## src/wst_pkg.sv

```systemverilog
// Package for the weld sequence timing block: mode codes, limits and
// timing constants shared by the sequencer and its helpers.
// Assumes a 25 MHz system clock and a 60 Hz power line.
package wst_pkg;
    // Clock and line rates; one line cycle is the unit of every interval.
    localparam int unsigned CLK_HZ = 25_000_000;
    localparam int unsigned LINE_HZ = 60;
    localparam int unsigned LINE_DIV = CLK_HZ / LINE_HZ;
    localparam int unsigned TICK_W = 20;

    // Seam selection codes of the extended settings menu.
    localparam logic [7:0] SEAM_SPOT = 8'h00;
    localparam logic [7:0] SEAM_CONT = 8'h01;
    localparam logic [7:0] SEAM_NONBEAT = 8'h06;

    // Beat initiation code for beat during squeeze and weld.
    localparam logic [7:0] BEAT_SQZ_WELD = 8'h02;

    // Limits and encodings of schedule values.
    localparam int unsigned CNT_W = 7;
    localparam logic [6:0] HEAT_MAX = 7'h63;
    localparam logic [6:0] MANUAL_MARK = 7'h63;
    localparam logic [7:0] SQZ_DLY_OFF = 8'h00;
    localparam logic [6:0] CNT_RESET = 7'h00;

    // Squeeze indicator dimming: lit for DIM_ON of every 8 clocks of the 3-bit dim count.
    localparam logic [2:0] DIM_ON = 3'h6;

    // Sequencer states, Gray coded along spot squeeze, weld, cool, hold.
    typedef enum logic [2:0] {
        ST_IDLE = 3'b000,
        ST_SQZ_DLY = 3'b001,
        ST_SQUEEZE = 3'b011,
        ST_WELD = 3'b010,
        ST_COOL = 3'b110,
        ST_HOLD = 3'b111,
        ST_OFF = 3'b101,
        ST_MANUAL = 3'b100
    } wst_state_e;
endpackage : wst_pkg

```

## src/wst_sync.sv

```systemverilog
// Three-stage input synchroniser for operator switch pins.
// Assumes the pin may change at any time relative to i_clk.
`timescale 1ns/10ps
`default_nettype none
module wst_sync
    import wst_pkg::*;
(
    // Clock and reset
    input wire logic i_clk,
    input wire logic i_reset,
    // Pin side
    input wire logic i_pin,
    // Clock side
    output logic o_level
);
    logic s1_q;
    logic s2_q;
    logic s3_q;

    always_ff @(posedge i_clk or posedge i_reset) begin
        if (i_reset) begin
            s1_q <= 1'b0;
            s2_q <= 1'b0;
            s3_q <= 1'b0;
        end else begin
            s1_q <= i_pin;
            s2_q <= s1_q;
            s3_q <= s2_q;
        end
    end

    // A change counts only once the second and third stages agree.
    always_ff @(posedge i_clk or posedge i_reset) begin
        if (i_reset) begin
            o_level <= 1'b0;
        end else if (s2_q == s3_q) begin
            o_level <= s3_q;
        end
    end
endmodule : wst_sync
`default_nettype wire

```

## src/wst_line_tick.sv

```systemverilog
// Divider that turns the system clock into one pulse per line cycle.
// Assumes the divide ratio fits in TICK_W bits.
`timescale 1ns/10ps
`default_nettype none
module wst_line_tick
    import wst_pkg::*;
#(
    parameter int unsigned P_DIV = LINE_DIV
) (
    // Clock and reset
    input wire logic i_clk,
    input wire logic i_reset,
    // Line cycle enable
    output logic o_tick
);
    localparam logic [TICK_W-1:0] LAST = TICK_W'(P_DIV - 1);
    logic [TICK_W-1:0] div_q;

    always_ff @(posedge i_clk or posedge i_reset) begin
        if (i_reset) begin
            div_q <= '0;
            o_tick <= 1'b0;
        end else if (div_q == LAST) begin
            div_q <= '0;
            o_tick <= 1'b1;
        end else begin
            div_q <= div_q + 1'b1;
            o_tick <= 1'b0;
        end
    end
endmodule : wst_line_tick
`default_nettype wire

```

## src/wst_sequencer.sv

```systemverilog
// Weld sequence timer: squeeze delay, squeeze, weld, cool, hold and off
// intervals for spot, seam, non-beat seam and brazing operation.
// Assumes schedule inputs are steady and show the next schedule from the
// edge after o_next_sched; switch inputs come straight from pins.
`timescale 1ns/10ps
`default_nettype none
module wst_sequencer
    import wst_pkg::*;
#(
    parameter int unsigned P_LINE_DIV = LINE_DIV
) (
    // Clock and reset
    input wire logic i_clk,
    input wire logic i_reset,
    // Operator switches (pins)
    input wire logic i_first_stage,
    input wire logic i_second_stage,
    // Extended settings
    input wire logic [7:0] i_seam_sel,
    input wire logic [7:0] i_beat_init,
    input wire logic [7:0] i_sqz_delay,
    // Current schedule
    input wire logic [6:0] i_squeeze,
    input wire logic [6:0] i_heat,
    input wire logic [6:0] i_percent,
    input wire logic [6:0] i_hold,
    input wire logic [6:0] i_off,
    input wire logic [6:0] i_impulses,
    input wire logic [6:0] i_cool,
    input wire logic [6:0] i_percent2,
    input wire logic i_chained,
    input wire logic i_repeat,
    // Firing and valve
    output logic o_fire,
    output logic [6:0] o_fire_percent,
    output logic o_valve,
    // Indicators and schedule control
    output logic o_sqz_led,
    output logic o_sqz_dim,
    output logic o_next_sched,
    output logic o_busy
);
    wst_state_e state_q;
    wst_state_e state_d;
    logic first_lvl;
    logic second_lvl;
    logic tick;
    logic [CNT_W-1:0] cnt_q;
    logic [CNT_W-1:0] imp_q;
    logic [2:0] dim_q;
    logic seam_q;
    logic nonbeat_q;
    logic beat_q;
    logic manual_q;
    logic sqz_done_q;
    logic rep_q;
    logic chain_d;
    logic rep_d;
    logic [6:0] target;
    logic [6:0] heat_lim;
    logic done;
    logic init;
    logic fire_d;

    wst_sync u_sync_first (
        .i_clk(i_clk),
        .i_reset(i_reset),
        .i_pin(i_first_stage),
        .o_level(first_lvl)
    );

    wst_sync u_sync_second (
        .i_clk(i_clk),
        .i_reset(i_reset),
        .i_pin(i_second_stage),
        .o_level(second_lvl)
    );

    wst_line_tick #(
        .P_DIV(P_LINE_DIV)
    ) u_tick (
        .i_clk(i_clk),
        .i_reset(i_reset),
        .o_tick(tick)
    );

    // The second stage is the initiation contact in sequenced modes.
    assign init = second_lvl;

    // A single spot weld interval never heats longer than the ceiling.
    assign heat_lim = (i_heat > HEAT_MAX) ? HEAT_MAX : i_heat;

    // Programmed length of the interval the current state is timing.
    always_comb begin
        unique case (state_q)
            ST_SQZ_DLY: target = i_sqz_delay[6:0];
            ST_SQUEEZE: target = i_squeeze;
            ST_WELD: target = heat_lim;
            ST_COOL: target = i_cool;
            ST_HOLD: target = i_hold;
            ST_OFF: target = i_off;
            ST_IDLE: target = CNT_RESET;
            ST_MANUAL: target = CNT_RESET;
        endcase
    end

    // An interval is over once the count reaches its programmed value.
    assign done = (cnt_q >= target);

    // Line-cycle interval counter, cleared on every state change.
    always_ff @(posedge i_clk or posedge i_reset) begin
        if (i_reset) begin
            cnt_q <= CNT_RESET;
        end else if (state_d != state_q) begin
            cnt_q <= CNT_RESET;
        end else if (tick && !done) begin
            cnt_q <= cnt_q + 1'b1;
        end
    end

    // Next state and chain request.
    always_comb begin
        state_d = state_q;
        chain_d = 1'b0;
        rep_d = rep_q;
        unique case (state_q)
            ST_IDLE: begin
                rep_d = 1'b0;
                if (manual_mode() && first_lvl) begin
                    state_d = ST_MANUAL;
                end else if (!manual_mode() && init) begin
                    if (i_sqz_delay != SQZ_DLY_OFF && !seam_sel()) begin
                        state_d = ST_SQZ_DLY;
                    end else begin
                        state_d = ST_SQUEEZE;
                    end
                end
            end
            ST_SQZ_DLY: begin
                if (beat_q && !init) begin
                    state_d = ST_HOLD;
                end else if (done) begin
                    state_d = ST_SQUEEZE;
                end
            end
            ST_SQUEEZE: begin
                if (beat_q && !init) begin
                    state_d = ST_HOLD;
                end else if (done) begin
                    state_d = ST_WELD;
                end
            end
            ST_WELD: begin
                if ((beat_q || (seam_q && !nonbeat_q)) && !init) begin
                    state_d = ST_HOLD;
                end else if (seam_q && !nonbeat_q && i_cool == 7'h00) begin
                    state_d = ST_WELD;
                end else if (done) begin
                    if (seam_q) begin
                        state_d = ST_COOL;
                    end else if (imp_q + 1'b1 >= i_impulses) begin
                        state_d = ST_HOLD;
                    end else begin
                        state_d = ST_COOL;
                    end
                end
            end
            ST_COOL: begin
                if ((beat_q || (seam_q && !nonbeat_q)) && !init) begin
                    state_d = ST_HOLD;
                end else if (done) begin
                    // Beat seam keeps cycling without a new squeeze.
                    if (nonbeat_q && imp_q >= i_impulses && i_chained) begin
                        chain_d = 1'b1;
                    end else if (nonbeat_q && imp_q >= i_impulses) begin
                        state_d = ST_HOLD;
                    end else begin
                        state_d = ST_WELD;
                    end
                end
            end
            ST_HOLD: begin
                if (done) begin
                    if (i_chained && !seam_q) begin
                        chain_d = 1'b1;
                        state_d = ST_SQUEEZE;
                    end else if (i_repeat && init && !seam_q) begin
                        state_d = ST_OFF;
                    end else begin
                        state_d = ST_IDLE;
                    end
                end
            end
            ST_OFF: begin
                if (!init) begin
                    state_d = ST_IDLE;
                end else if (done) begin
                    rep_d = 1'b1;
                    state_d = ST_SQUEEZE;
                end
            end
            ST_MANUAL: begin
                if (!first_lvl) begin
                    state_d = ST_IDLE;
                end
            end
        endcase
    end

    function automatic logic manual_mode();
        return i_beat_init == BEAT_SQZ_WELD && i_heat == MANUAL_MARK
            && i_impulses == MANUAL_MARK;
    endfunction : manual_mode

    function automatic logic seam_sel();
        return i_seam_sel != SEAM_SPOT;
    endfunction : seam_sel

    always_ff @(posedge i_clk or posedge i_reset) begin
        if (i_reset) begin
            state_q <= ST_IDLE;
            rep_q <= 1'b0;
        end else begin
            state_q <= state_d;
            rep_q <= rep_d;
        end
    end

    // Modes are taken when a sequence starts, so only a return of the
    // seam selection to its spot code leaves seam operation.
    always_ff @(posedge i_clk or posedge i_reset) begin
        if (i_reset) begin
            seam_q <= 1'b0;
            nonbeat_q <= 1'b0;
            beat_q <= 1'b0;
            manual_q <= 1'b0;
        end else if (state_q == ST_IDLE) begin
            seam_q <= seam_sel();
            nonbeat_q <= i_seam_sel == SEAM_NONBEAT;
            beat_q <= i_beat_init == BEAT_SQZ_WELD;
            manual_q <= manual_mode();
        end
    end

    // Marks that the first schedule's squeeze has been run; no logic reads
    // the mark, and chained schedules do not consult it.
    always_ff @(posedge i_clk or posedge i_reset) begin
        if (i_reset) begin
            sqz_done_q <= 1'b0;
        end else if (state_q == ST_IDLE) begin
            sqz_done_q <= 1'b0;
        end else if (state_q == ST_SQUEEZE && done) begin
            sqz_done_q <= 1'b1;
        end
    end

    // Impulse count; non-beat seam counts one per heat pair.
    always_ff @(posedge i_clk or posedge i_reset) begin
        if (i_reset) begin
            imp_q <= CNT_RESET;
        end else if (state_q == ST_IDLE || state_q == ST_HOLD
                     || chain_d) begin
            imp_q <= CNT_RESET;
        end else if (state_q == ST_WELD && state_d == ST_COOL) begin
            imp_q <= imp_q + 1'b1;
        end
    end

    // In non-beat seam both heat phases fire, second at its own percent.
    always_comb begin
        unique case (state_q)
            ST_WELD: fire_d = !(beat_q && !init);
            ST_COOL: fire_d = nonbeat_q && !done;
            ST_MANUAL: fire_d = second_lvl && first_lvl;
            ST_IDLE: fire_d = 1'b0;
            ST_SQZ_DLY: fire_d = 1'b0;
            ST_SQUEEZE: fire_d = 1'b0;
            ST_HOLD: fire_d = 1'b0;
            ST_OFF: fire_d = 1'b0;
        endcase
    end

    always_ff @(posedge i_clk or posedge i_reset) begin
        if (i_reset) begin
            o_fire <= 1'b0;
            o_fire_percent <= 7'h00;
        end else begin
            o_fire <= fire_d && (state_d == state_q);
            o_fire_percent <= (state_q == ST_COOL) ? i_percent2 : i_percent;
        end
    end

    // Valve stays on from squeeze delay through hold; electrodes open in
    // off so a repeat series can reposition between welds.
    always_ff @(posedge i_clk or posedge i_reset) begin
        if (i_reset) begin
            o_valve <= 1'b0;
        end else begin
            o_valve <= state_d != ST_IDLE && state_d != ST_OFF;
        end
    end

    // Dimming is done by pulse-width on a free-running 3-bit count, which
    // is cheap and far above any visible flicker rate.
    always_ff @(posedge i_clk or posedge i_reset) begin
        if (i_reset) begin
            dim_q <= 3'h0;
        end else begin
            dim_q <= dim_q + 1'b1;
        end
    end

    always_ff @(posedge i_clk or posedge i_reset) begin
        if (i_reset) begin
            o_sqz_led <= 1'b0;
            o_sqz_dim <= 1'b0;
        end else begin
            o_sqz_dim <= state_d == ST_SQZ_DLY;
            o_sqz_led <= state_d == ST_SQUEEZE
                || (state_d == ST_SQZ_DLY && dim_q < DIM_ON);
        end
    end

    always_ff @(posedge i_clk or posedge i_reset) begin
        if (i_reset) begin
            o_next_sched <= 1'b0;
            o_busy <= 1'b0;
        end else begin
            o_next_sched <= chain_d;
            o_busy <= state_d != ST_IDLE;
        end
    end

    // Tie off the squeeze-done mark, manual flag and repeat flag, which no
    // other logic reads; no chain path consults the squeeze-done mark.
    logic unused_ok;
    assign unused_ok = sqz_done_q | manual_q | rep_q;
endmodule : wst_sequencer
`default_nettype wire

```

## config.mk

```make
export PLATFORM = sky130hd
export DESIGN_NAME = wst_sequencer
export DESIGN_NICKNAME = d
export VERILOG_FILES = /design/src/wst_pkg.sv /design/src/wst_sync.sv /design/src/wst_line_tick.sv /design/src/wst_sequencer.sv
export SDC_FILE = /design/constraint.sdc
export NUM_CORES = 1
export LEC_CHECK = 0
export ABC_AREA = 1
export BUFFER_PORTS_ARGS = -buffer_cell sky130_fd_sc_hd__buf_2
export CORE_UTILIZATION = 44
export DETAILED_ROUTE_END_ITERATION = 16
export PLACE_DENSITY = 0.77
export SLEW_MARGIN = 10
export SYNTH_ARGS = -nofsm -noshare
export SYNTH_HDL_FRONTEND = slang
export SYNTH_SLANG_ARGS = --single-unit
```

## constraint.sdc

```tcl
create_clock -name i_clk -period 2.8 [get_ports i_clk]
set_input_delay 0.56 -clock i_clk [delete_from_list [all_inputs] [get_ports i_clk]]
set_output_delay 0.56 -clock i_clk [all_outputs]
set_load 0.02 [all_outputs]
```

**Word-level counts from Yosys, hierarchy flattened**

Cells that the tools add are included.

- Register bits after elaboration: 65
- Output and inout bits: 13
- Logic and storage cells: 132

- Mux-type cells: 38
- Add/sub/neg operators: 4
- Reduce and logical (&&, ||, !) cells: 41
- Equality and inequality tests: 20
- Magnitude comparators: 5

Operators by type and width:

| cell | number |
|---|---|
| 3-bit 2-to-1 mux | 18 |
| 7-bit case mux with 7 select lines | 1 |
| 7-bit 2-to-1 mux | 6 |
| 3-bit case mux with 8 select lines | 1 |
| 7-bit >= comparator | 3 |
| 1-bit logical AND | 21 |
| 20-bit by 1-bit adder with 20-bit output (second input constant) | 1 |
| 20-bit by 19-bit equality test with 1-bit output (second input constant) | 1 |
| 20-bit 2-to-1 mux | 1 |
| 8-bit nonzero test | 2 |
| 3-bit equality test (second input constant) | 5 |
| 7-bit by 1-bit adder with 7-bit output (second input constant) | 2 |
| 7-bit equality test (second input constant) | 2 |
| 3-bit by 2-bit equality test with 1-bit output (second input constant) | 3 |
| 8-bit by 2-bit equality test with 1-bit output (second input constant) | 1 |
| 8-bit by 3-bit equality test with 1-bit output (second input constant) | 1 |
| 1-bit 2-to-1 mux | 8 |
| 7-bit > comparator (second input constant) | 1 |
| 1-bit zero test | 7 |
| 7-bit zero test | 1 |
| 3-bit by 1-bit equality test with 1-bit output (second input constant) | 2 |
| 5-bit OR reduction | 1 |
| 1-bit logical OR | 4 |
| 1-bit case mux with 4 select lines | 1 |
| 12 further kinds | 14 |

**Logic depth before layout (Yosys ltp)**

Gate-level depths: netlist of the first run.

- Depth in word-level cells: 12
- Depth in mapped cells: 26

**Modules after synthesis**

From an unflattened synthesis of the first run, not the netlist that was laid out.

- Cells, all modules: 600
- Area total of the unflattened synthesis: 4468.0 um2

By module, submodules not included:

| module | area each (um2) | seq. area each (um2) | cells each | times used |
|---|---|---|---|---|
| wst_sequencer | 3019.1 | 900.9 | 422 | 1 |
| wst_line_tick | 1208.7 | 525.5 | 160 | 1 |
| wst_sync | 120.1 | 100.1 | 9 | 2 |

**Least setup slack after synthesis of the first run**

No wires, ideal clock.

- Path type: reg2reg
- From: reg state_q[1]
- To: reg o_fire
- Buffers on the path: 2
- Cell stages (with the launch flop): 27
- Arrival time: 2.829 ns
- Library setup time: 0.127 ns
- Slack: -0.156 ns
- Cell sequence: dfrtp_1 -> buf_4 -> inv_2 -> nor2_1 -> nand2_2 -> inv_1 -> clkbuf_1 -> nand2_1 -> nand4_1 -> o21ai_0 -> ha_1 -> nand2_1 -> nand2_1 -> a21oi_2 -> nand3_4 -> nand2_2 -> nand2_2 -> nand2_2 -> inv_1 -> nand3_1 -> nand2_1 -> nand3_2 -> nand2_4 -> nand2_4 -> nand2_2 -> nand2_4 -> nor2_2

- Longest elaborated chain between the ends: 10

RTL lines:

| item | line | text |
|---|---|---|
| start, declared | wst_sequencer.sv:43 | `wst_state_e state_q;` |
| start signal, assigned | wst_sequencer.sv:224 | `state_q <= state_d;` |
| 3-bit equality test or 3-bit zero test (tied branches) | wst_sequencer.sv:95, wst_sequencer.sv:126, wst_sequencer.sv:271 |  |
| 2-bit OR reduction (no source line) | n/a |  |
| 7-bit case mux with 7 select lines | wst_sequencer.sv:95 | `unique case (state_q)` |
| 7-bit >= comparator | wst_sequencer.sv:108 | `assign done = (cnt_q >= target);` |
| 3-bit 2-to-1 mux | wst_sequencer.sv:158 | `end else if (done) begin` |
| 3-bit 2-to-1 mux | wst_sequencer.sv:156 | `end else if (seam_q && !nonbeat_q && i_cool == 7'h00) begin` |
| 3-bit 2-to-1 mux | wst_sequencer.sv:154 | `if ((beat_q \|\| (seam_q && !nonbeat_q)) && !init) begin` |
| 3-bit case mux with 8 select lines | wst_sequencer.sv:126 | `unique case (state_q)` |
| 3-bit equality test | wst_sequencer.sv:288 | `o_fire <= fire_d && (state_d == state_q);` |
| 1-bit logical AND * | wst_sequencer.sv:288 |  |
| end signal, assigned | wst_sequencer.sv:288 |  |
| end, declared | wst_sequencer.sv:34 | `output logic o_fire,` |

Mark *: on every way between the ends. The rest lies on a longest branch, timed or not.
A chain may end at the register's enable or synchronous reset.

**Worst setup path after layout of the first run**

- From: reg state_q[2]
- To: reg cnt_q[5]

- Longest elaborated chain between the ends: 10

RTL lines:

| item | line | text |
|---|---|---|
| 3-bit equality test or 3-bit zero test (tied branches) | wst_sequencer.sv:95, wst_sequencer.sv:126 |  |
| 2-bit OR reduction (no source line) | n/a |  |
| 7-bit case mux with 7 select lines | wst_sequencer.sv:95 |  |
| 7-bit >= comparator | wst_sequencer.sv:108 |  |
| 3-bit 2-to-1 mux | wst_sequencer.sv:158 |  |
| 3-bit 2-to-1 mux | wst_sequencer.sv:156 |  |
| 3-bit 2-to-1 mux | wst_sequencer.sv:154 |  |
| 3-bit case mux with 8 select lines | wst_sequencer.sv:126 |  |
| 3-bit inequality test | wst_sequencer.sv:114 | `end else if (state_d != state_q) begin` |
| 7-bit 2-to-1 mux or 2-bit nonzero test (tied branches) | n/a |  |
| end signal, assigned | wst_sequencer.sv:117 | `cnt_q <= cnt_q + 1'b1;` |
| end, declared | wst_sequencer.sv:48 | `logic [CNT_W-1:0] cnt_q;` |

Several ways; a longest one is shown, not always the timed one.

==> results of run 1 <==
[power breakdown]
group | total [mW] | switching [mW] | leakage [nW] | internal, mW
combinational | 3.22 | 1.83 | 2.08 | 1.39
sequential | 1.14 | 0.0896 | 0.834 | 1.06
clock | 0.811 | 0.393 | 0.100 | 0.418
[cells in the final DEF, fill, tap and decap left out, types with 4 or more instances in the layout]
cell	netlist	final
o21ai_0	21	16
nand2_2	7	9
inv_2	5	8
nand3_1	39	38
buf_2	0	98
nor2_2	17	17
nor3_1	10	10
nor2_4	1	7
o21ai_1	3	7
nand2_1	132	124
buf_4	2	56
nor4_1	7	7
nand4_1	16	16
nand2_4	4	8
a21oi_1	17	15
xnor2_1	4	4
inv_4	1	4
nor2_1	62	56
clkbuf_8	0	9
ha_1	26	26
dfrtp_1	65	62
xor2_1	15	15
nand3b_1	4	4
inv_1	68	62
buf_6	2	5
[worst min-delay path by stage]
stage	from	end	slack, ns	depth (start not counted)
2_1_floorplan	u_sync_first.s1_q$_DFF_PP0_	u_sync_first.s2_q$_DFF_PP0_	0.33	0
3_3_place_gp	u_sync_first.s1_q$_DFF_PP0_	u_sync_first.s2_q$_DFF_PP0_	0.33	0
3_5_place_dp	u_sync_first.s1_q$_DFF_PP0_	u_sync_first.s2_q$_DFF_PP0_	0.33	0
4_1_cts	i_reset	u_sync_second.s1_q$_DFF_PP0_	0.27	2
5_1_grt	i_reset	u_sync_first.s1_q$_DFF_PP0_	0.29	2
6_report	i_reset	u_sync_second.s1_q$_DFF_PP0_	0.26	2
[layer usage]
layer | track usage | vias to the layer above | wire length [um]
met3 | 0.05176 | 28 | 779
met1 | 0.3204 | 2038 | 5310
li1 | - | 2195 | -
met5 | 0 | - | 11
met2 | 0.4134 | 176 | 5701
met4 | 0.08027 | 2 | 287
[sequential cells by signal, summed over array words and instances (netlist names), 3 cells and up]
name / cells
dim_q: 3
imp_q: 7
u_tick.div_q: 20
state_q: 3
o_fire_percent: 7
cnt_q: 7
[final cells by class]
class	count	area, um2	area share
clock buffer	9	123.9	0.02114
clock inverter	7	77.57	0.01324
inverter	75	296.5	0.05060
multi-input combinational	420	2584	0.4409
sequential	65	1630	0.2782
tap	129	161.4	0.02754
timing repair buffer	160	987.2	0.1684
[worst register-to-register path, cell delays in order (launching register included)]
cell,delay (ns)
dfrtp_2,0.45
inv_2,0.09
nand2_4,0.06
nor2_2,0.14
buf_4,0.18
a32oi_2,0.07
nand4_1,0.08
o21ai_1,0.08
ha_1,0.32
nand2_1,0.11
nand2_2,0.08
a21oi_4,0.17
nand3_4,0.14
buf_4,0.17
a21oi_1,0.13
nand2_1,0.09
nand3_2,0.08
nand2_2,0.06
nand3_4,0.08
nand2_4,0.10
nand2_4,0.08
nand2_4,0.06
nand2_8,0.10
nor2_2,0.04
[logic make-up after synthesis]
logic type,count (synthesis)
AO/OA/AOI/OAI,63
XOR/XNOR,19
adder cells (fa/ha/maj),28
buffers and inverters,81
flip-flops,65
multiplexers,1
AND/OR/NAND/NOR,309
[stage by stage]
| stage | cells | cell area (um2) | utilization | total power [mW] |
|---|---|---|---|---|
| global placement | 833 | 5301 | 0.5657 | 3.554 |
| finish | 865 | 5861 | 0.6254 | 5.177 |
| CTS | 860 | 5746 | 0.6131 | 4.924 |
| floorplan | 566 | 4344 | - | 2.721 |
| detailed placement | 833 | 5301 | 0.5657 | 3.601 |
| global route | 865 | 5861 | 0.6254 | 5.524 |
[repair_timing]
item | in CTS | in global routing
buffers inserted | 11 | 6
pin swaps | 22 | 19
cloned | 0 | 0
endpoints found under the setup margin | 21 | 23
resized for setup | 47 | 17
hold buffers | 0 | 0
==> metrics.txt, run 1 <==
cell accounting for the most synthesized area dfrtp_1; layout cell share with drive strength beyond 1 0.3492; Pwr per Cell Area 883.4 nW/um2; sinks on the clock net 65; Cell variety after synth between 40 and 50; Via density ~5.1; number of DRC markers in iteration 0 roughly 240; final layout net count between 800 and 900; number of enable-type register cells in the synthesized netlist 0; Most Frequent Cell on Critical Path nand2_4; number of routed nets with antenna violations 0; # IOs 99; kind of critical path reg2reg; arrival time reported for the critical path endpoint roughly 3.3 ns; total inserted antenna cells 0; Worst path max stage delay approximately 0.45 ns; final critical-path share of the clock period 1.093; initial cell density of the core 0.4625; violations in the final reports negative setup slack; ranking of synthesized cells by instance count nand2_1, inv_1, dfrtp_1; run status finished with violations; crit path max fanout 8; final critical delay including setup and external delays between 3 and 4 ns; number of global-route vias before repair between 4000 and 5000; pin count of the biggest net entering global routing 40; Total Die Area between 10000 and 15000 um2; hpwl dp approximately 9300 um; basic-gate share of the synthesized area counting and, or, nand and nor cells 0.3378; combinational family with the most area after synthesis simple AND/OR/NAND/NOR gates; fraction of synthesized area in multiplexers 0.002309; Max-Cap Viols 0; worst-case headroom to the max-slew limit 0.5430; synthesis-to-layout area growth 35.22%; critical path endpoint cnt_q[5]$_DFFE_PP0P_; path depth of the worst reg2reg path 23; Die Y-Extent between 100 and 150 um; mean cell area of the mapped netlist 7.658 um2; top-area cell type share of the netlist area 0.3753; port buffer count roughly 100; startpoint kind of the worst setup timing path register; synthesized cell area 4334 um2; family with the most delay on the worst path simple AND/OR/NAND/NOR gates; synthesis warning total 0; ys async rst share 1.000; Layout fillers 810; PnR worst setup slack -0.2605 ns; final wirelength approximately 12000 um; Worst-Skew Late Latency between 0.3 and 0.4 ns; final count of hold timing violations 0; root buffer cell clkbuf_8; highest ir drop seen on vdd around 0.43 mV; count leader, synth nand2_1; Max Root-Sink Buffers 2; Static Leak between 3 and 4 nW; Reg clk slew, reported paths 0.08 ns; number of buffer and inverter stages on the critical path 3; Final setup violation count 21; final count of pins violating max slew 0; CP Cell Sequence inv_2 -> nand2_4 -> nor2_2 -> buf_4 -> a32oi_2 -> nand4_1 -> o21ai_1 -> ha_1 -> nand2_1 -> nand2_2 -> a21oi_4 -> nand3_4 -> buf_4 -> a21oi_1 -> nand2_1 -> nand3_2 -> nand2_2 -> nand3_4 -> nand2_4 -> nand2_4 -> nand2_4 -> nand2_8 -> nor2_2; synthesized netlist cell count about 570; achievable frequency about 0.33 GHz; Die X roughly 100 um; r2r setup slk -0.26 ns; clock buffer count from CTS 9; Worst R2R End cnt_q[5]$_DFFE_PP0P_; depth of the critical timing path with buffers and inverters included 23; DRC 0; register bit total from synthesis 65; Synth Area in Compound Gates 0.08949; xor/xnor share of the synthesized area 0.03839; Synth Net Count between 600 and 700; leading cell types by total area after synthesis dfrtp_1, nand2_1, ha_1; global-route wire length before repair 19670 um; reg-to-reg critical path startpoint state_q[2]$_DFF_PP0_; setup repair after global routing missed its margin true; category of the worst setup path capture point register; H-tree level count 3; slew at the pin with the worst max-slew slack 0.6830 ns; gpl congestion roughly 0.98; Min Hold Slack between 0.2 and 0.3 ns; required time of the worst setup path around 3 ns; Critical Path Slowest Stage Cell dfrtp_2; Hold Crit Class in2async; routed via count approximately 4400; crit path from state_q[2]$_DFF_PP0_; global router's overall resource usage 0.2471; detailed-routing iteration count for the pre-antenna-repair pass 5; antenna violations before repair 1; Post-synth top flop dfrtp_1; global-route congestion overflow total 0; core region area between 9000 and 10000 um2; floorplan row count 35; arithmetic-cell share of the synthesized area counting full adders, half adders and majority gates 0.07968; Final TNS setup -4.628 ns; sequential cell area fraction in the yosys report 0.3753; Clock Skews between 0.008 and 0.009 ns; average routed wire per standard cell roughly 14 um; CTS tree built; pre-CTS WS -0.3448 ns
(Power assumes the default switching activity.)
==> run 2, diff against run 1 <==
BUFFER_PORTS_ARGS = default   (was -buffer_cell sky130_fd_sc_hd__buf_2)
DONT_BUFFER_PORTS = 1   (was default)
PLACE_DENSITY = 0.68   (was 0.77)
==> run 2 against run 1 <==
The flow still finishes with violations (negative setup slack). Maximum frequency is 1.7% lower. Design area shrank 11%. Via count is 11% lower. First-iteration DRC count fell by 8.1%. Die area did not move. Worst setup slack got worse by 0.054 ns. Worst hold slack got worse by 0.20 ns. Sequential power up 7%. Register-to-register slack worse by 0.05 ns. Sequential cell count is the same. Wire length fell by 3.5%. Clock power is 7.6% lower. Critical endpoint unchanged. Highest routed layer is now met4.
==> metrics.txt, run 2 (synthesis gave the netlist of run 1 again) <==
hpwl dp 9060 um; path depth of the worst reg2reg path 21; port buffer count 0; register with the most flip-flops u_tick.div_q; part of the power in registers 0.250; # IOs roughly 100; pin count of the biggest net entering global routing 25; Total Die Area 10250 um2; Worst-Skew Late Latency roughly 0.35 ns; hold-fix buffers at CTS 0; root buffer cell clkbuf_8; final count of hold timing violations 0; violations in the final reports negative setup slack; Die Y-Extent between 100 and 150 um; cell area after layout roughly 5200 um2; category of the worst setup path capture point register; highest ir drop seen on vdd ~0.4 mV; switching power between 2 and 2.5 mW; kind of critical path reg2reg; post-placement cell area 4753 um2; average routed wire per standard cell between 15 and 20 um; global-route wire length before repair between 15000 and 20000 um; sinks on the clock net 65; number of global-route vias before repair 3884; PnR worst setup slack -0.3149 ns; worst-case headroom to the max-slew limit 0.5906; final wirelength around 12000 um; floorplan row count 35; Hold Crit Class in2async; internal power ~2.6 mW; required time of the worst setup path 3.09 ns; routed via count around 4000; Final setup violation count 21; max reg flops 20; global router's overall resource usage 0.2370; reg-to-reg critical path startpoint state_q[0]$_DFF_PP0_; Placed Cells roughly 730; part of the total power dissipated in combinational logic 0.597; H-tree level count 3; final count of pins violating max slew 0; initial cell density of the core 0.4625; startpoint kind of the worst setup timing path register; slew at the pin with the worst max-slew slack roughly 0.61 ns; arrival time reported for the critical path endpoint between 3 and 4 ns; detailed-routing iteration count for the pre-antenna-repair pass 5; Pwr per Cell Area a little over 900 nW/um2; clock buffer count from CTS 9; Via density between 5 and 6; number of routed nets with antenna violations 0; achievable frequency 0.3210 GHz; number of DRC markers in iteration 0 approximately 220; number of standard cells in the layout, taps in and fillers out about 750; crit path max fanout 8; layout cell share with drive strength beyond 1 0.2324; CTS tree built; synthesis-to-layout area growth 20.70%; Clock Skews between 0.006 and 0.007 ns; Static Leak approximately 2.5 nW; commonest non-fill, non-tap cell in the layout nand2_1; DRC 0; crit path from state_q[0]$_DFF_PP0_; global-route congestion overflow total 0; clock group share of total power 0.153; Layout fillers ~900; final layout net count 731; switching part of the total 0.4726; Max-Cap Viols 0; antenna violations before repair 0; total inserted antenna cells 0; setup repair after global routing missed its margin true; core region area about 9400 um2; gpl congestion 0.9758; Max Root-Sink Buffers 2; run status finished with violations; Reg clk slew, reported paths 0.08 ns; final critical-path share of the clock period 1.112; commonest cells after routing, fill and taps aside nand2_1, dfrtp_1, inv_1; final critical delay including setup and external delays around 3.1 ns; Die X 101.3 um
run 2: final cells by class:
class | instances | area (um2) | area share
clock inverters | 7 | 61.31 | 0.01172
clock buffers | 9 | 123.9 | 0.02368
well taps | 129 | 161.4 | 0.03085
inverters | 75 | 291.5 | 0.05573
multi-input cells | 420 | 2577 | 0.4927
repair buffers | 48 | 386.6 | 0.07391
flip-flops and latches | 65 | 1629 | 0.3114
run 2: path summary, 6_finish.rpt:
| path | endpoint | slack [ns] |
|---|---|---|
| worst max-delay path | cnt_q[5]$_DFFE_PP0P_ | -0.31 |
| worst min-delay path | u_tick.div_q[1]$_DFF_PP0_ | 0.06 |
| worst max register to register | cnt_q[5]$_DFFE_PP0P_ | -0.31 |
| worst min register to register | u_sync_second.s2_q$_DFF_PP0_ | 0.36 |
| max in group asynchronous | state_q[1]$_DFF_PP0_ | 2.06 |
| min in group i_clk | u_sync_second.s1_q$_DFF_PP0_ | 0.23 |
run 2: power by group through the flow:
stage	sequential (mW)	combinational, mW	clock (mW)
floorplan	1.18	1.54	0
finish	1.22	2.92	0.749
global route	1.23	3.20	0.821
CTS	1.22	2.60	0.772
global placement	1.22	2.21	0
detailed placement	1.23	2.23	0
run 2: layer usage:
layer | part of all wire | GRT usage | vias to the layer above
met1 | 0.44 | 0.3064 | 1860
met2 | 0.49 | 0.3967 | 124
met4 | 0.012 | 0.06243 | 0
met3 | 0.062 | 0.05935 | 12
li1 | - | - | 1966
met5 | 0 | 0 | -
run 2: timing repair:
item / CTS / global route
cloned: 0 / 0
buffers inserted: 7 / 1
setup endpoints to repair: 21 / 23
pin swaps: 18 / 27
gates resized for setup: 33 / 33
run 2: worst max-delay path, cell delays in order (launching register included):
cell,delay (ns)
dfrtp_2,0.47
clkinv_4,0.11
nor2_4,0.04
inv_2,0.08
buf_6,0.10
o22ai_1,0.07
a221oi_2,0.25
a21oi_1,0.11
ha_1,0.29
nand2_1,0.06
nor2_2,0.11
nand3_2,0.09
nand3_4,0.11
inv_2,0.04
o21a_1,0.17
nor3_2,0.32
nand3_4,0.16
nand2_8,0.13
nand2_4,0.06
nand2_4,0.08
nand2_8,0.08
nor2_2,0.10
run 2: stage by stage:
stage	hold slack [ns]	setup TNS (ns)	total power, mW	utilization	worst slack, ns
CTS	0.06417	-3.540	4.589	0.5435	-0.2253
floorplan	0.3312	0	2.721	-	0.005849
global route	0.08428	-8.995	5.257	0.5582	-0.4610
global placement	0.3374	-7.247	3.432	0.5072	-0.3949
finish	0.06315	-5.543	4.891	0.5582	-0.3149
detailed placement	0.3363	-6.141	3.452	0.5072	-0.3447
==> run 3, diff against run 2 <==
CTS_BUF_LIST = sky130_fd_sc_hd__clkbuf_4 sky130_fd_sc_hd__clkbuf_8   (was default)
clock period = 2.76 ns   (was 2.8 ns; I/O delays follow)
==> run 3 against run 2 <==
Wire length up 5.1%. Worst hold slack better by 0.092 ns. Sequential cell count unchanged. First-iteration DRC count down 2.8%. Maximum frequency down 4.3%. Via count up 3.2%. The run still ends with negative setup slack left. Largest power group unchanged. Cell count up 1.1%.
==> metrics.txt, run 3 (synthesis gave the netlist of run 1 again) <==
Max-Cap Viols 0; global-route congestion overflow total 0; final layout net count 739; category of the worst setup path capture point register; overall power after layout approximately 5.4 mW; hold-fix buffers at CTS 0; initial cell density of the core 0.4625; average routed wire per standard cell ~16 um; violations in the final reports negative setup slack; Reg clk slew, reported paths 0.08 ns; number of routed nets with antenna violations 0; crit path max fanout 8; final count of hold timing violations 0; Pwr per Cell Area roughly 1000 nW/um2; Final TNS setup -9.156 ns; gpl congestion around 0.89; Static Leak 2.609 nW; switching part of the total 0.4630; arrival time reported for the critical path endpoint between 3 and 4 ns; antenna violations before repair 0; number of DRC markers in iteration 0 210; final count of pins violating max slew 0; number of global-route vias before repair 4034; Hold Crit Class in2async; register with the most flip-flops u_tick.div_q; Max Root-Sink Buffers 2; final critical-path share of the clock period 1.179; max reg flops 20; H-tree level count 3; end-of-flow core utilization 0.5764; highest ir drop seen on vdd 0.4342 mV; achievable frequency a little over 0.3 GHz; Worst-Skew Late Latency about 0.35 ns; global router's overall resource usage 0.2450; CTS tree built; Total Die Area about 10000 um2; Via density about 5.4; setup repair after global routing missed its margin true; part of the power in registers 0.227; required time of the worst setup path 3.04 ns; sinks on the clock net 65; startpoint kind of the worst setup timing path register; pin count of the biggest net entering global routing 38; detailed-routing iteration count for the pre-antenna-repair pass 4; port buffer count 0; part of the total power dissipated in combinational logic 0.617; hpwl dp 9342 um; core region area roughly 9400 um2; worst-case headroom to the max-slew limit 0.5817; commonest non-fill, non-tap cell in the layout nand2_1; PnR worst setup slack -0.4941 ns; clock group share of total power 0.156; floorplan row count 35; kind of critical path reg2reg; slew at the pin with the worst max-slew slack around 0.63 ns; run status finished with violations; clock buffer count from CTS 9; synthesis-to-layout area growth 24.62%; Clock Skews between 0.01 and 0.015 ns; Die X 101.3 um; final wirelength 12260 um; layout cell share with drive strength beyond 1 0.2516; path depth of the worst reg2reg path 20; routed via count approximately 4100; internal power 2.923 mW; final critical delay including setup and external delays around 3.3 ns; Die Y-Extent just over 100 um; switching power roughly 2.5 mW; global-route wire length before repair slightly below 20000 um; DRC 0; total inserted antenna cells 0; Final setup violation count 22; commonest cells after routing, fill and taps aside nand2_1, dfrtp_1, inv_1; # IOs 99; root buffer cell clkbuf_8
==> run 3: per-stage QoR <==
stage / hold slack (ns) / area (um2) / setup WS, ns / std cells
after global placement: 0.3324 / 4793 / -0.4127 / 731
after detailed placement: 0.3381 / 4793 / -0.4065 / 731
after CTS: 0.1667 / 5283 / -0.2490 / 756
after global routing: 0.1984 / 5401 / -0.5580 / 761
final: 0.1548 / 5401 / -0.4941 / 761
after floorplan: 0.3312 / 4373 / 0.0006348 / 566
==> run 3: power groups by stage <==
stage / sequential (mW) / combinational (mW) / clock [mW]
final: 1.24 / 3.36 / 0.848
after global routing: 1.25 / 3.62 / 0.911
after CTS: 1.24 / 3.02 / 0.872
after detailed placement: 1.25 / 2.38 / 0
after global placement: 1.24 / 2.35 / 0
after floorplan: 1.20 / 1.60 / 0
==> run 3: worst paths after layout <==
kind	start	endpoint	slack, ns
setup / recovery	state_q[0]$_DFF_PP0_	o_fire$_DFF_PP0_	-0.49
hold / removal	i_reset	u_sync_second.s1_q$_DFF_PP0_	0.15
setup reg to reg	state_q[0]$_DFF_PP0_	o_fire$_DFF_PP0_	-0.49
hold reg to reg	u_sync_second.s1_q$_DFF_PP0_	u_sync_second.s2_q$_DFF_PP0_	0.35
max in group asynchronous	i_reset	state_q[1]$_DFF_PP0_	1.97
min in group i_clk	i_first_stage	u_sync_first.s1_q$_DFF_PP0_	0.22
==> run 3: timing repair <==
action	in CTS	in global routing
gates resized for setup	57	19
endpoints found under the setup margin	23	23
gates cloned	1	0
pin swaps	25	13
setup buffers	9	5
==> run 3: final cells by class <==
| class | instances | area, um2 |
|---|---|---|
| clock buffers | 10 | 137.6 |
| fillers | 825 | 3970 |
| flip-flops and latches | 65 | 1629 |
| multi-input cells | 421 | 2646 |
| well taps | 129 | 161.4 |
| clock inverters | 6 | 73.82 |
| inverters | 75 | 301.5 |
| repair buffers | 55 | 451.7 |
==> run 3: critical path, cell delays in order, from the launching register on <==
cell,delay (ns)
dfrtp_2,0.45
clkinv_4,0.10
buf_4,0.18
nor2_2,0.15
o21ai_2,0.13
o221ai_4,0.10
o22ai_4,0.11
ha_1,0.30
nand2_2,0.07
nor2_2,0.14
nand2_2,0.11
nand3_4,0.12
inv_2,0.04
o21a_1,0.20
nor3_2,0.33
nand3_2,0.16
nand2_4,0.17
nand2_4,0.06
nand2_4,0.08
nand2_8,0.09
nor2_4,0.11
==> run 3: routing by layer <==
layer | vias to the layer above | part of all wire | track usage
met1 | 1906 | 0.40 | 0.2811
met2 | 170 | 0.50 | 0.4448
li1 | 1991 | - | -
met3 | 22 | 0.076 | 0.05728
met4 | 0 | 0.023 | 0.08696
met5 | - | 0 | 0
